[src/logic/wwt_consts.svh]
// offsets, field positions, reset values and counts of the watchdog
`ifndef WWT_CONSTS_SVH
`define WWT_CONSTS_SVH

`define WWT_OFS_CTRL      6'h00
`define WWT_OFS_RELOAD    6'h01
`define WWT_OFS_SERVICE   6'h02
`define WWT_OFS_COUNT     6'h03
`define WWT_OFS_STATUS    6'h04
`define WWT_OFS_MASK      6'h05

`define WWT_CTRL_ENABLE   0
`define WWT_CTRL_DIVSEL   1
`define WWT_CTRL_WINEN    2

`define WWT_EV_OVERFLOW   0
`define WWT_EV_BADREFRESH 1
`define WWT_EV_RESET      2

`define WWT_RST_CTRL      3'h0
`define WWT_RST_BYTE      8'h00
`define WWT_RST_EVENTS    3'h0

`define WWT_DIV_FAST_LAST 7'h01
`define WWT_DIV_SLOW_LAST 7'h7f
`define WWT_PREWARN_TICKS 6'h30
`define WWT_COUNT_TOP     16'hffff

`define WWT_RESP_OKAY     2'h0
`define WWT_RESP_SLVERR   2'h2

`endif

[src/logic/wwt_pkg.sv]
// types of the windowed watchdog
package wwt_pkg;
    typedef enum logic [1:0] {
        WWT_IDLE    = 2'h0,
        WWT_RUN     = 2'h1,
        WWT_PREWARN = 2'h3,
        WWT_RESET   = 2'h2
    } wwt_state_t;
endpackage

[src/logic/wwt_top.sv]
// windowed watchdog timer with axi4-lite register slave
//
// Chosen here: the AXI4-Lite slave port and the register addresses.
`timescale 1ns/100ps
`include "wwt_consts.svh"

module wwt_top (
    input  wire logic        aclk,
    input  wire logic        aresetn,
    input  wire logic        debug_mode,
    input  wire logic [7:0]  awaddr,
    input  wire logic        awvalid,
    output logic             awready,
    input  wire logic [31:0] wdata,
    input  wire logic [3:0]  wstrb,
    input  wire logic        wvalid,
    output logic             wready,
    output logic [1:0]       bresp,
    output logic             bvalid,
    input  wire logic        bready,
    input  wire logic [7:0]  araddr,
    input  wire logic        arvalid,
    output logic             arready,
    output logic [31:0]      rdata,
    output logic [1:0]       rresp,
    output logic             rvalid,
    input  wire logic        rready,
    output logic             timeout_nmi,
    output logic             watchdog_reset_out,
    output logic             irq
);
    wwt_pkg::wwt_state_t state_q;
    logic [15:0] watchdog_counter_q;
    logic [6:0]  presc_q;
    logic [5:0]  pw_q;
    logic [2:0]  ctrl_q;
    logic [7:0]  reload_high_byte_q;
    logic [7:0]  window_bound_byte_q;
    logic [2:0]  status_q;
    logic [2:0]  status_d;
    logic [2:0]  mask_q;
    logic        aw_have_q;
    logic        w_have_q;
    logic [5:0]  waddr_q;
    logic [31:0] wdata_q;
    logic [3:0]  wstrb_q;
    logic        aw_fire;
    logic        w_fire;
    logic        ar_fire;
    logic        wr_go;
    logic        aw_have_d;
    logic        w_have_d;
    logic        rvalid_d;
    logic        counting;
    logic        tick;
    logic [6:0]  presc_last;
    logic        svc;
    logic        svc_run;
    logic        in_window;
    logic [7:0]  load_byte;
    logic        ev_ovf;
    logic        ev_bad;
    logic        ev_rst;
    logic        mapped_w;
    logic        mapped_r;
    logic [31:0] rd_mux;

    // ---------------- axi4-lite write channel ----------------
    assign aw_fire   = awvalid && awready;
    assign w_fire    = wvalid && wready;
    assign wr_go     = aw_have_q && w_have_q && !bvalid;
    assign aw_have_d = (aw_have_q || aw_fire) && !wr_go;
    assign w_have_d  = (w_have_q || w_fire) && !wr_go;
    assign mapped_w  = waddr_q <= `WWT_OFS_MASK;

    always_ff @(posedge aclk) begin
        if (!aresetn) begin
            aw_have_q <= 1'b0;
            w_have_q  <= 1'b0;
            awready   <= 1'b0;
            wready    <= 1'b0;
        end else begin
            aw_have_q <= aw_have_d;
            w_have_q  <= w_have_d;
            awready   <= !aw_have_d;
            wready    <= !w_have_d;
        end
    end

    always_ff @(posedge aclk) begin
        if (!aresetn) begin
            waddr_q <= 6'h00;
            wdata_q <= 32'h0000_0000;
            wstrb_q <= 4'h0;
        end else begin
            if (aw_fire) begin
                waddr_q <= awaddr[7:2];
            end
            if (w_fire) begin
                wdata_q <= wdata;
                wstrb_q <= wstrb;
            end
        end
    end

    always_ff @(posedge aclk) begin
        if (!aresetn) begin
            bvalid <= 1'b0;
            bresp  <= `WWT_RESP_OKAY;
        end else if (wr_go) begin
            bvalid <= 1'b1;
            bresp  <= mapped_w ? `WWT_RESP_OKAY : `WWT_RESP_SLVERR;
        end else if (bready) begin
            bvalid <= 1'b0;
        end
    end

    // ---------------- axi4-lite read channel ----------------
    assign ar_fire  = arvalid && arready;
    assign rvalid_d = (rvalid && !rready) || ar_fire;
    assign mapped_r = araddr[7:2] <= `WWT_OFS_MASK;

    always_comb begin
        rd_mux = 32'h0000_0000;
        case (araddr[7:2])
            `WWT_OFS_CTRL:   rd_mux[2:0] = ctrl_q;
            `WWT_OFS_RELOAD: rd_mux[15:0] = {window_bound_byte_q,
                                             reload_high_byte_q};
            `WWT_OFS_COUNT:  rd_mux[17:0] = {watchdog_reset_out,
                                   state_q == wwt_pkg::WWT_PREWARN,
                                   watchdog_counter_q};
            `WWT_OFS_STATUS: rd_mux[2:0] = status_q;
            `WWT_OFS_MASK:   rd_mux[2:0] = mask_q;
            default:         rd_mux = 32'h0000_0000;
        endcase
    end

    always_ff @(posedge aclk) begin
        if (!aresetn) begin
            rvalid  <= 1'b0;
            arready <= 1'b0;
            rdata   <= 32'h0000_0000;
            rresp   <= `WWT_RESP_OKAY;
        end else begin
            rvalid  <= rvalid_d;
            arready <= !rvalid_d;
            if (ar_fire) begin
                rdata <= rd_mux;
                rresp <= mapped_r ? `WWT_RESP_OKAY : `WWT_RESP_SLVERR;
            end
        end
    end

    // ---------------- configuration registers ----------------
    always_ff @(posedge aclk) begin
        if (!aresetn) begin
            ctrl_q              <= `WWT_RST_CTRL;
            reload_high_byte_q  <= `WWT_RST_BYTE;
            window_bound_byte_q <= `WWT_RST_BYTE;
            mask_q              <= `WWT_RST_EVENTS;
        end else if (wr_go) begin
            if (waddr_q == `WWT_OFS_CTRL && wstrb_q[0]) begin
                // enable is one-way: only a system reset stops the dog
                ctrl_q <= {wdata_q[2:1], ctrl_q[0] | wdata_q[0]};
            end
            if (waddr_q == `WWT_OFS_RELOAD && wstrb_q[0]) begin
                reload_high_byte_q <= wdata_q[7:0];
            end
            if (waddr_q == `WWT_OFS_RELOAD && wstrb_q[1]) begin
                window_bound_byte_q <= wdata_q[15:8];
            end
            if (waddr_q == `WWT_OFS_MASK && wstrb_q[0]) begin
                mask_q <= wdata_q[2:0];
            end
        end
    end

    // ---------------- prescaler ----------------
    assign counting   = (state_q == wwt_pkg::WWT_RUN ||
                         state_q == wwt_pkg::WWT_PREWARN) &&
                        !debug_mode;
    assign presc_last = ctrl_q[`WWT_CTRL_DIVSEL] ? `WWT_DIV_SLOW_LAST
                                                 : `WWT_DIV_FAST_LAST;
    assign tick       = counting && presc_q >= presc_last;

    always_ff @(posedge aclk) begin
        if (!aresetn) begin
            presc_q <= 7'h00;
        end else if (tick) begin
            presc_q <= 7'h00;
        end else if (counting) begin
            presc_q <= presc_q + 7'h01;
        end
    end

    // ---------------- service and window ----------------
    assign svc       = wr_go && waddr_q == `WWT_OFS_SERVICE;
    assign svc_run   = svc && state_q == wwt_pkg::WWT_RUN;
    // window includes its upper bound itself
    assign in_window = ctrl_q[`WWT_CTRL_WINEN] &&
        watchdog_counter_q <= {window_bound_byte_q, 8'h00};
    // larger bound replaces reload, shortening the period
    assign load_byte = (ctrl_q[`WWT_CTRL_WINEN] &&
                        window_bound_byte_q > reload_high_byte_q) ?
                       window_bound_byte_q : reload_high_byte_q;
    assign ev_bad    = svc_run && in_window;
    assign ev_ovf    = state_q == wwt_pkg::WWT_RUN && !svc_run && tick &&
                       watchdog_counter_q == `WWT_COUNT_TOP;
    assign ev_rst    = state_q == wwt_pkg::WWT_PREWARN && tick &&
                       pw_q == `WWT_PREWARN_TICKS - 6'h01;

    // ---------------- state machine ----------------
    always_ff @(posedge aclk) begin
        if (!aresetn) begin
            state_q <= wwt_pkg::WWT_IDLE;
        end else begin
            case (state_q)
                wwt_pkg::WWT_IDLE: begin
                    if (ctrl_q[`WWT_CTRL_ENABLE]) begin
                        state_q <= wwt_pkg::WWT_RUN;
                    end
                end
                wwt_pkg::WWT_RUN: begin
                    if (ev_bad || ev_ovf) begin
                        state_q <= wwt_pkg::WWT_PREWARN;
                    end
                end
                wwt_pkg::WWT_PREWARN: begin
                    if (ev_rst) begin
                        state_q <= wwt_pkg::WWT_RESET;
                    end
                end
                wwt_pkg::WWT_RESET: state_q <= wwt_pkg::WWT_RESET;
                default: state_q <= wwt_pkg::WWT_IDLE;
            endcase
        end
    end

    // ---------------- counter ----------------
    always_ff @(posedge aclk) begin
        if (!aresetn) begin
            watchdog_counter_q <= 16'h0000;
        end else if (state_q == wwt_pkg::WWT_IDLE) begin
            watchdog_counter_q <= {reload_high_byte_q, 8'h00};
        end else if (svc_run && !in_window) begin
            watchdog_counter_q <= {load_byte, 8'h00};
        end else if (tick) begin
            // both bytes wrap together, ffff rolls to 0000
            watchdog_counter_q <= watchdog_counter_q + 16'h0001;
        end
    end

    always_ff @(posedge aclk) begin
        if (!aresetn) begin
            pw_q <= 6'h00;
        end else if (state_q == wwt_pkg::WWT_PREWARN && tick) begin
            pw_q <= pw_q + 6'h01;
        end
    end

    // ---------------- outputs and interrupts ----------------
    always_ff @(posedge aclk) begin
        if (!aresetn) begin
            timeout_nmi        <= 1'b0;
            watchdog_reset_out <= 1'b0;
        end else begin
            if (ev_ovf) begin
                timeout_nmi <= 1'b1;
            end
            if (ev_rst) begin
                watchdog_reset_out <= 1'b1;
            end
        end
    end

    // set beats a same-cycle write-one clear
    always_comb begin
        status_d = status_q;
        if (wr_go && waddr_q == `WWT_OFS_STATUS && wstrb_q[0]) begin
            status_d = status_d & ~wdata_q[2:0];
        end
        status_d[`WWT_EV_OVERFLOW]   = status_d[`WWT_EV_OVERFLOW]   | ev_ovf;
        status_d[`WWT_EV_BADREFRESH] = status_d[`WWT_EV_BADREFRESH] | ev_bad;
        status_d[`WWT_EV_RESET]      = status_d[`WWT_EV_RESET]      | ev_rst;
    end

    always_ff @(posedge aclk) begin
        if (!aresetn) begin
            status_q <= `WWT_RST_EVENTS;
            irq      <= 1'b0;
        end else begin
            status_q <= status_d;
            irq      <= |(status_d & mask_q);
        end
    end
endmodule

[config.mk]
export PLATFORM = sky130hd
export DESIGN_NAME = wwt_top
export DESIGN_NICKNAME = d
export VERILOG_FILES = /design/src/logic/wwt_pkg.sv /design/src/logic/wwt_top.sv
export VERILOG_INCLUDE_DIRS = /design/src /design/src/logic
export SDC_FILE = /design/constraint.sdc
export NUM_CORES = 1
export LEC_CHECK = 0
export ABC_CLOCK_PERIOD_IN_PS = 4740
export CAP_MARGIN = 20
export CORE_ASPECT_RATIO = 0.8
export CORE_MARGIN = 1.5
export CORE_UTILIZATION = 40
export CTS_BUF_LIST = sky130_fd_sc_hd__clkbuf_4 sky130_fd_sc_hd__clkbuf_8
export CTS_CLUSTER_SIZE = 24
export DETAILED_ROUTE_END_ITERATION = 10
export DONT_BUFFER_PORTS = 1
export GPL_ROUTABILITY_DRIVEN = 0
export PLACE_DENSITY = 0.59
export SLEW_MARGIN = 20
export SYNTH_ARGS = -nofsm -noshare
export SYNTH_HDL_FRONTEND = slang
export SYNTH_SLANG_ARGS = --single-unit
[constraint.sdc]
create_clock -name aclk -period 4.74 [get_ports aclk]
set_clock_uncertainty 0.05 [all_clocks]
set_input_delay 0.948 -clock aclk [delete_from_list [all_inputs] [get_ports aclk]]
set_output_delay 0.948 -clock aclk [all_outputs]
set_load 0.03 [all_outputs]
==> flow_metrics.tcl <==
set metrics [dict create \
    status "completed" \
    cp.depth 8 \
    track_usage_pct 19.4 \
    cts.hold.buffers_added 0 \
    design_area_um2 5840 \
    holdCritStartpoint "wstrb_q[0]" \
    dpl_cell_area_um2 5600 \
    critPathMaxFanout 13 \
    startpoint_type "flop" \
    cts_sinks 110 \
    num_vias 4462 \
    drc 0 \
    firstDrtPassIters 6 \
    drive_gt1_share_pct 8.96 \
    synth_top_family_by_area "simple AND/OR/NAND/NOR gates" \
    finalMaxSlewViolations 0 \
    highest_layer "met4" \
    die_w_um 135 \
    r2r_slack_ns 1.91 \
    viasPerCell 5.54 \
    synth_top_area_cell "dfxtp_1" \
    syn_inst 641 \
    core_area_um2 13600 \
    diodes 0 \
    synthFlopType "dfxtp_1" \
    cap_viol_max_count 0 \
    drt_iter0_markers 281 \
    die_y_um 109 \
    powerDensity_nw_per_um2 301 \
    slew_headroom_pct 41.6 \
    crit_arrival_ns 2.99 \
    cts.repair.resized 0 \
    synth-compound-area-share_pct 15.3 \
    routed_wl_um 13600 \
    muxShareOfSynthArea_pct 5.55 \
    layout_min_cycle_time_ns 2.83 \
    rows 38 \
    path_cells "inv_1 > ha_1 > nand3_1 > o211ai_1 > o21a_1 > nor2_1 > a32oi_1 > o221ai_1" \
    final_nets 706 \
    timing.rr.start "ctrl_q[1]" \
    cpMaxStageDelayCell "o21a_1" \
    cts_buffers 9 \
    cpPeakStageDelay_ns 0.52 \
    grt_max_degree 52 \
    yosys.area_share.adder_pct 5.82 \
    synth_top_area_share_pct 39.4 \
    worstSetupStartpoint "ctrl_q[1]" \
    max_freq_ghz 0.354 \
    routed-wl-met3_um 1020 \
    ys_top_cells_by_area "dfxtp_1 39%, ha_1 5.8%, mux2i_1 5.6%" \
    setup_violations 0 \
    design.portCount 104 \
    drtAntennaViolNets 0 \
    initial_core_util_pct 41.1 \
    reg2reg_depth 8 \
    rsz0062_at_grt "false" \
    critical_path_buf_inv_count 1 \
    dieArea_um2 14700 \
    ys_ff_latch 110 \
    crit_type "reg2reg" \
    clk_latency_ns 0.37 \
    dp_hpwl_um 9920 \
    synth_common_cells "110 x dfxtp_1, 79 x nor2_1, 77 x nand2_1" \
    clockRootBuffer "clkbuf_8" \
    synth.cell_area_um2 5590 \
    synth-async-reset-ratio_pct 0 \
    ys_warn_count 0 \
    grt_antenna_before_repair 0 \
    p_leak_nw 2.17 \
    grt_first_pass_wirelength_um 22100 \
    wl_met2_um 5590 \
    grt_overflow 0 \
    post_cts_buffers 0 \
    synth_edf_count 0 \
    placed_cells 789 \
    yosysSeqAreaShare_pct 39.4 \
    vdd_drop_max_uv 202 \
    crit_required_ns 4.91 \
    setup-tns-final_ns 0 \
    min_path_type "reg2reg" \
    tightest_slew_ns 0.876 \
    detail_route.wl_per_cell_um 16.8 \
    clk_pin_slew_ns 0.10 \
    rr_endpoint "watchdog_counter_q[8]" \
    clockBufferDepth 2 \
    ys_types 67 \
    postSynthAreaPerCell_um2 8.72 \
    htreeDepth 3 \
    end_kind "flop" \
    final_cell_count_no_fill 805 \
    hold_violations 0 \
    period_share_pct 59.6 \
    area_growth_pct 4.46 \
    crit_family "compound AO/OA/AOI/OAI gates" \
    total_power_mw 1.76 \
    synth_simple_gate_area_share_pct 23.7 \
    synth_xor_xnor_area_share_pct 3.45 \
    port_buffers 0 \
    first_global_vias 4280 \
    yosysMostFrequentCell "dfxtp_1" \
    endpoint "watchdog_counter_q[8]" \
    cts_tree "yes" \
    wl_met1_um 6670 \
]
## layer usage
layer  up-vias  global-route usage [%]
met2       182                    29.3
met3        23                    4.09
li1       2186                       -
met4         0                    6.68
met5         -                       0
met1      2071                    27.4
## placed cells by master (no fill, tap or decap), drive strengths merged, types with 3 or more instances in the layout
cell type  count
o21ai         12
mux2i         31
a32oi          5
inv           28
conb          16
xnor2         16
nor2b          7
nand3         28
o21a           3
a211oi         5
nor3          21
nor4           3
and2           3
dfxtp        110
nand2         77
o221ai         6
and4b          3
nor2          81
o211ai         4
nand4         17
a31oi          3
a221oi        14
ha            26
or3            4
clkinv         4
a2111oi        3
a21oi         50
clkbuf         9
xor2           6
## final cells by class
class,instances,area [um^2]
Fill cell,1387,7760
Multi-Input combinational cell,471,3070
Sequential cell,110,2200
Tap cell,180,225
Clock buffer,9,124
Clock inverter,7,108
Inverter,27,101
Timing Repair Buffer,1,7.51
## worst min-delay path, cell delays in order (launching register included)
cell and delay, ns:
dfxtp_1 0.32, nand2_1 0.05, a21oi_1 0.05
## through the flow
step                worst slack, ns  util [%]  hold slack (ns)
floorplan                      2.32         -            0.382
CTS                            1.96      42.9            0.415
detailed placement             1.91      41.2            0.400
global placement               1.95      41.2            0.399
global route                   1.70      42.9            0.433
finish                         1.91      42.9            0.413
## worst min path at each step
stage | endpoint | slack [ns] | depth (start not counted)
5_1_grt | wdata_q[10] | 0.43 | 2
3_3_place_gp | wdata_q[15] | 0.40 | 2
2_1_floorplan | wstrb_q[0] | 0.38 | 2
6_report | wstrb_q[0] | 0.41 | 2
4_1_cts | wstrb_q[0] | 0.42 | 2
3_5_place_dp | wstrb_q[0] | 0.40 | 2
## where the power goes
group | total (mW) | leakage [nW] | internal, mW | switching (mW)
logic | 0.118 | 1.16 | 0.0342 | 0.0839
registers | 0.997 | 0.892 | 0.950 | 0.0471
clock network | 0.641 | 0.117 | 0.305 | 0.336
## sequential cells by signal, indices dropped and copies added (netlist names), 6 cells and up
signal and count:
wdata_q 16, pw_q 6, rdata 18, window_bound_byte_q 8
presc_q 7, watchdog_counter_q 16, reload_high_byte_q 8, waddr_q 6
## cells by family after synthesis
kind of cell,after synthesis
buf+inv,75
simple gates,260
compound gates,116
other cells,1
mux,31
flops,110
xor+xnor,22
fa+ha+maj,26
No activity file was read; power rests on OpenSTA's default activity.
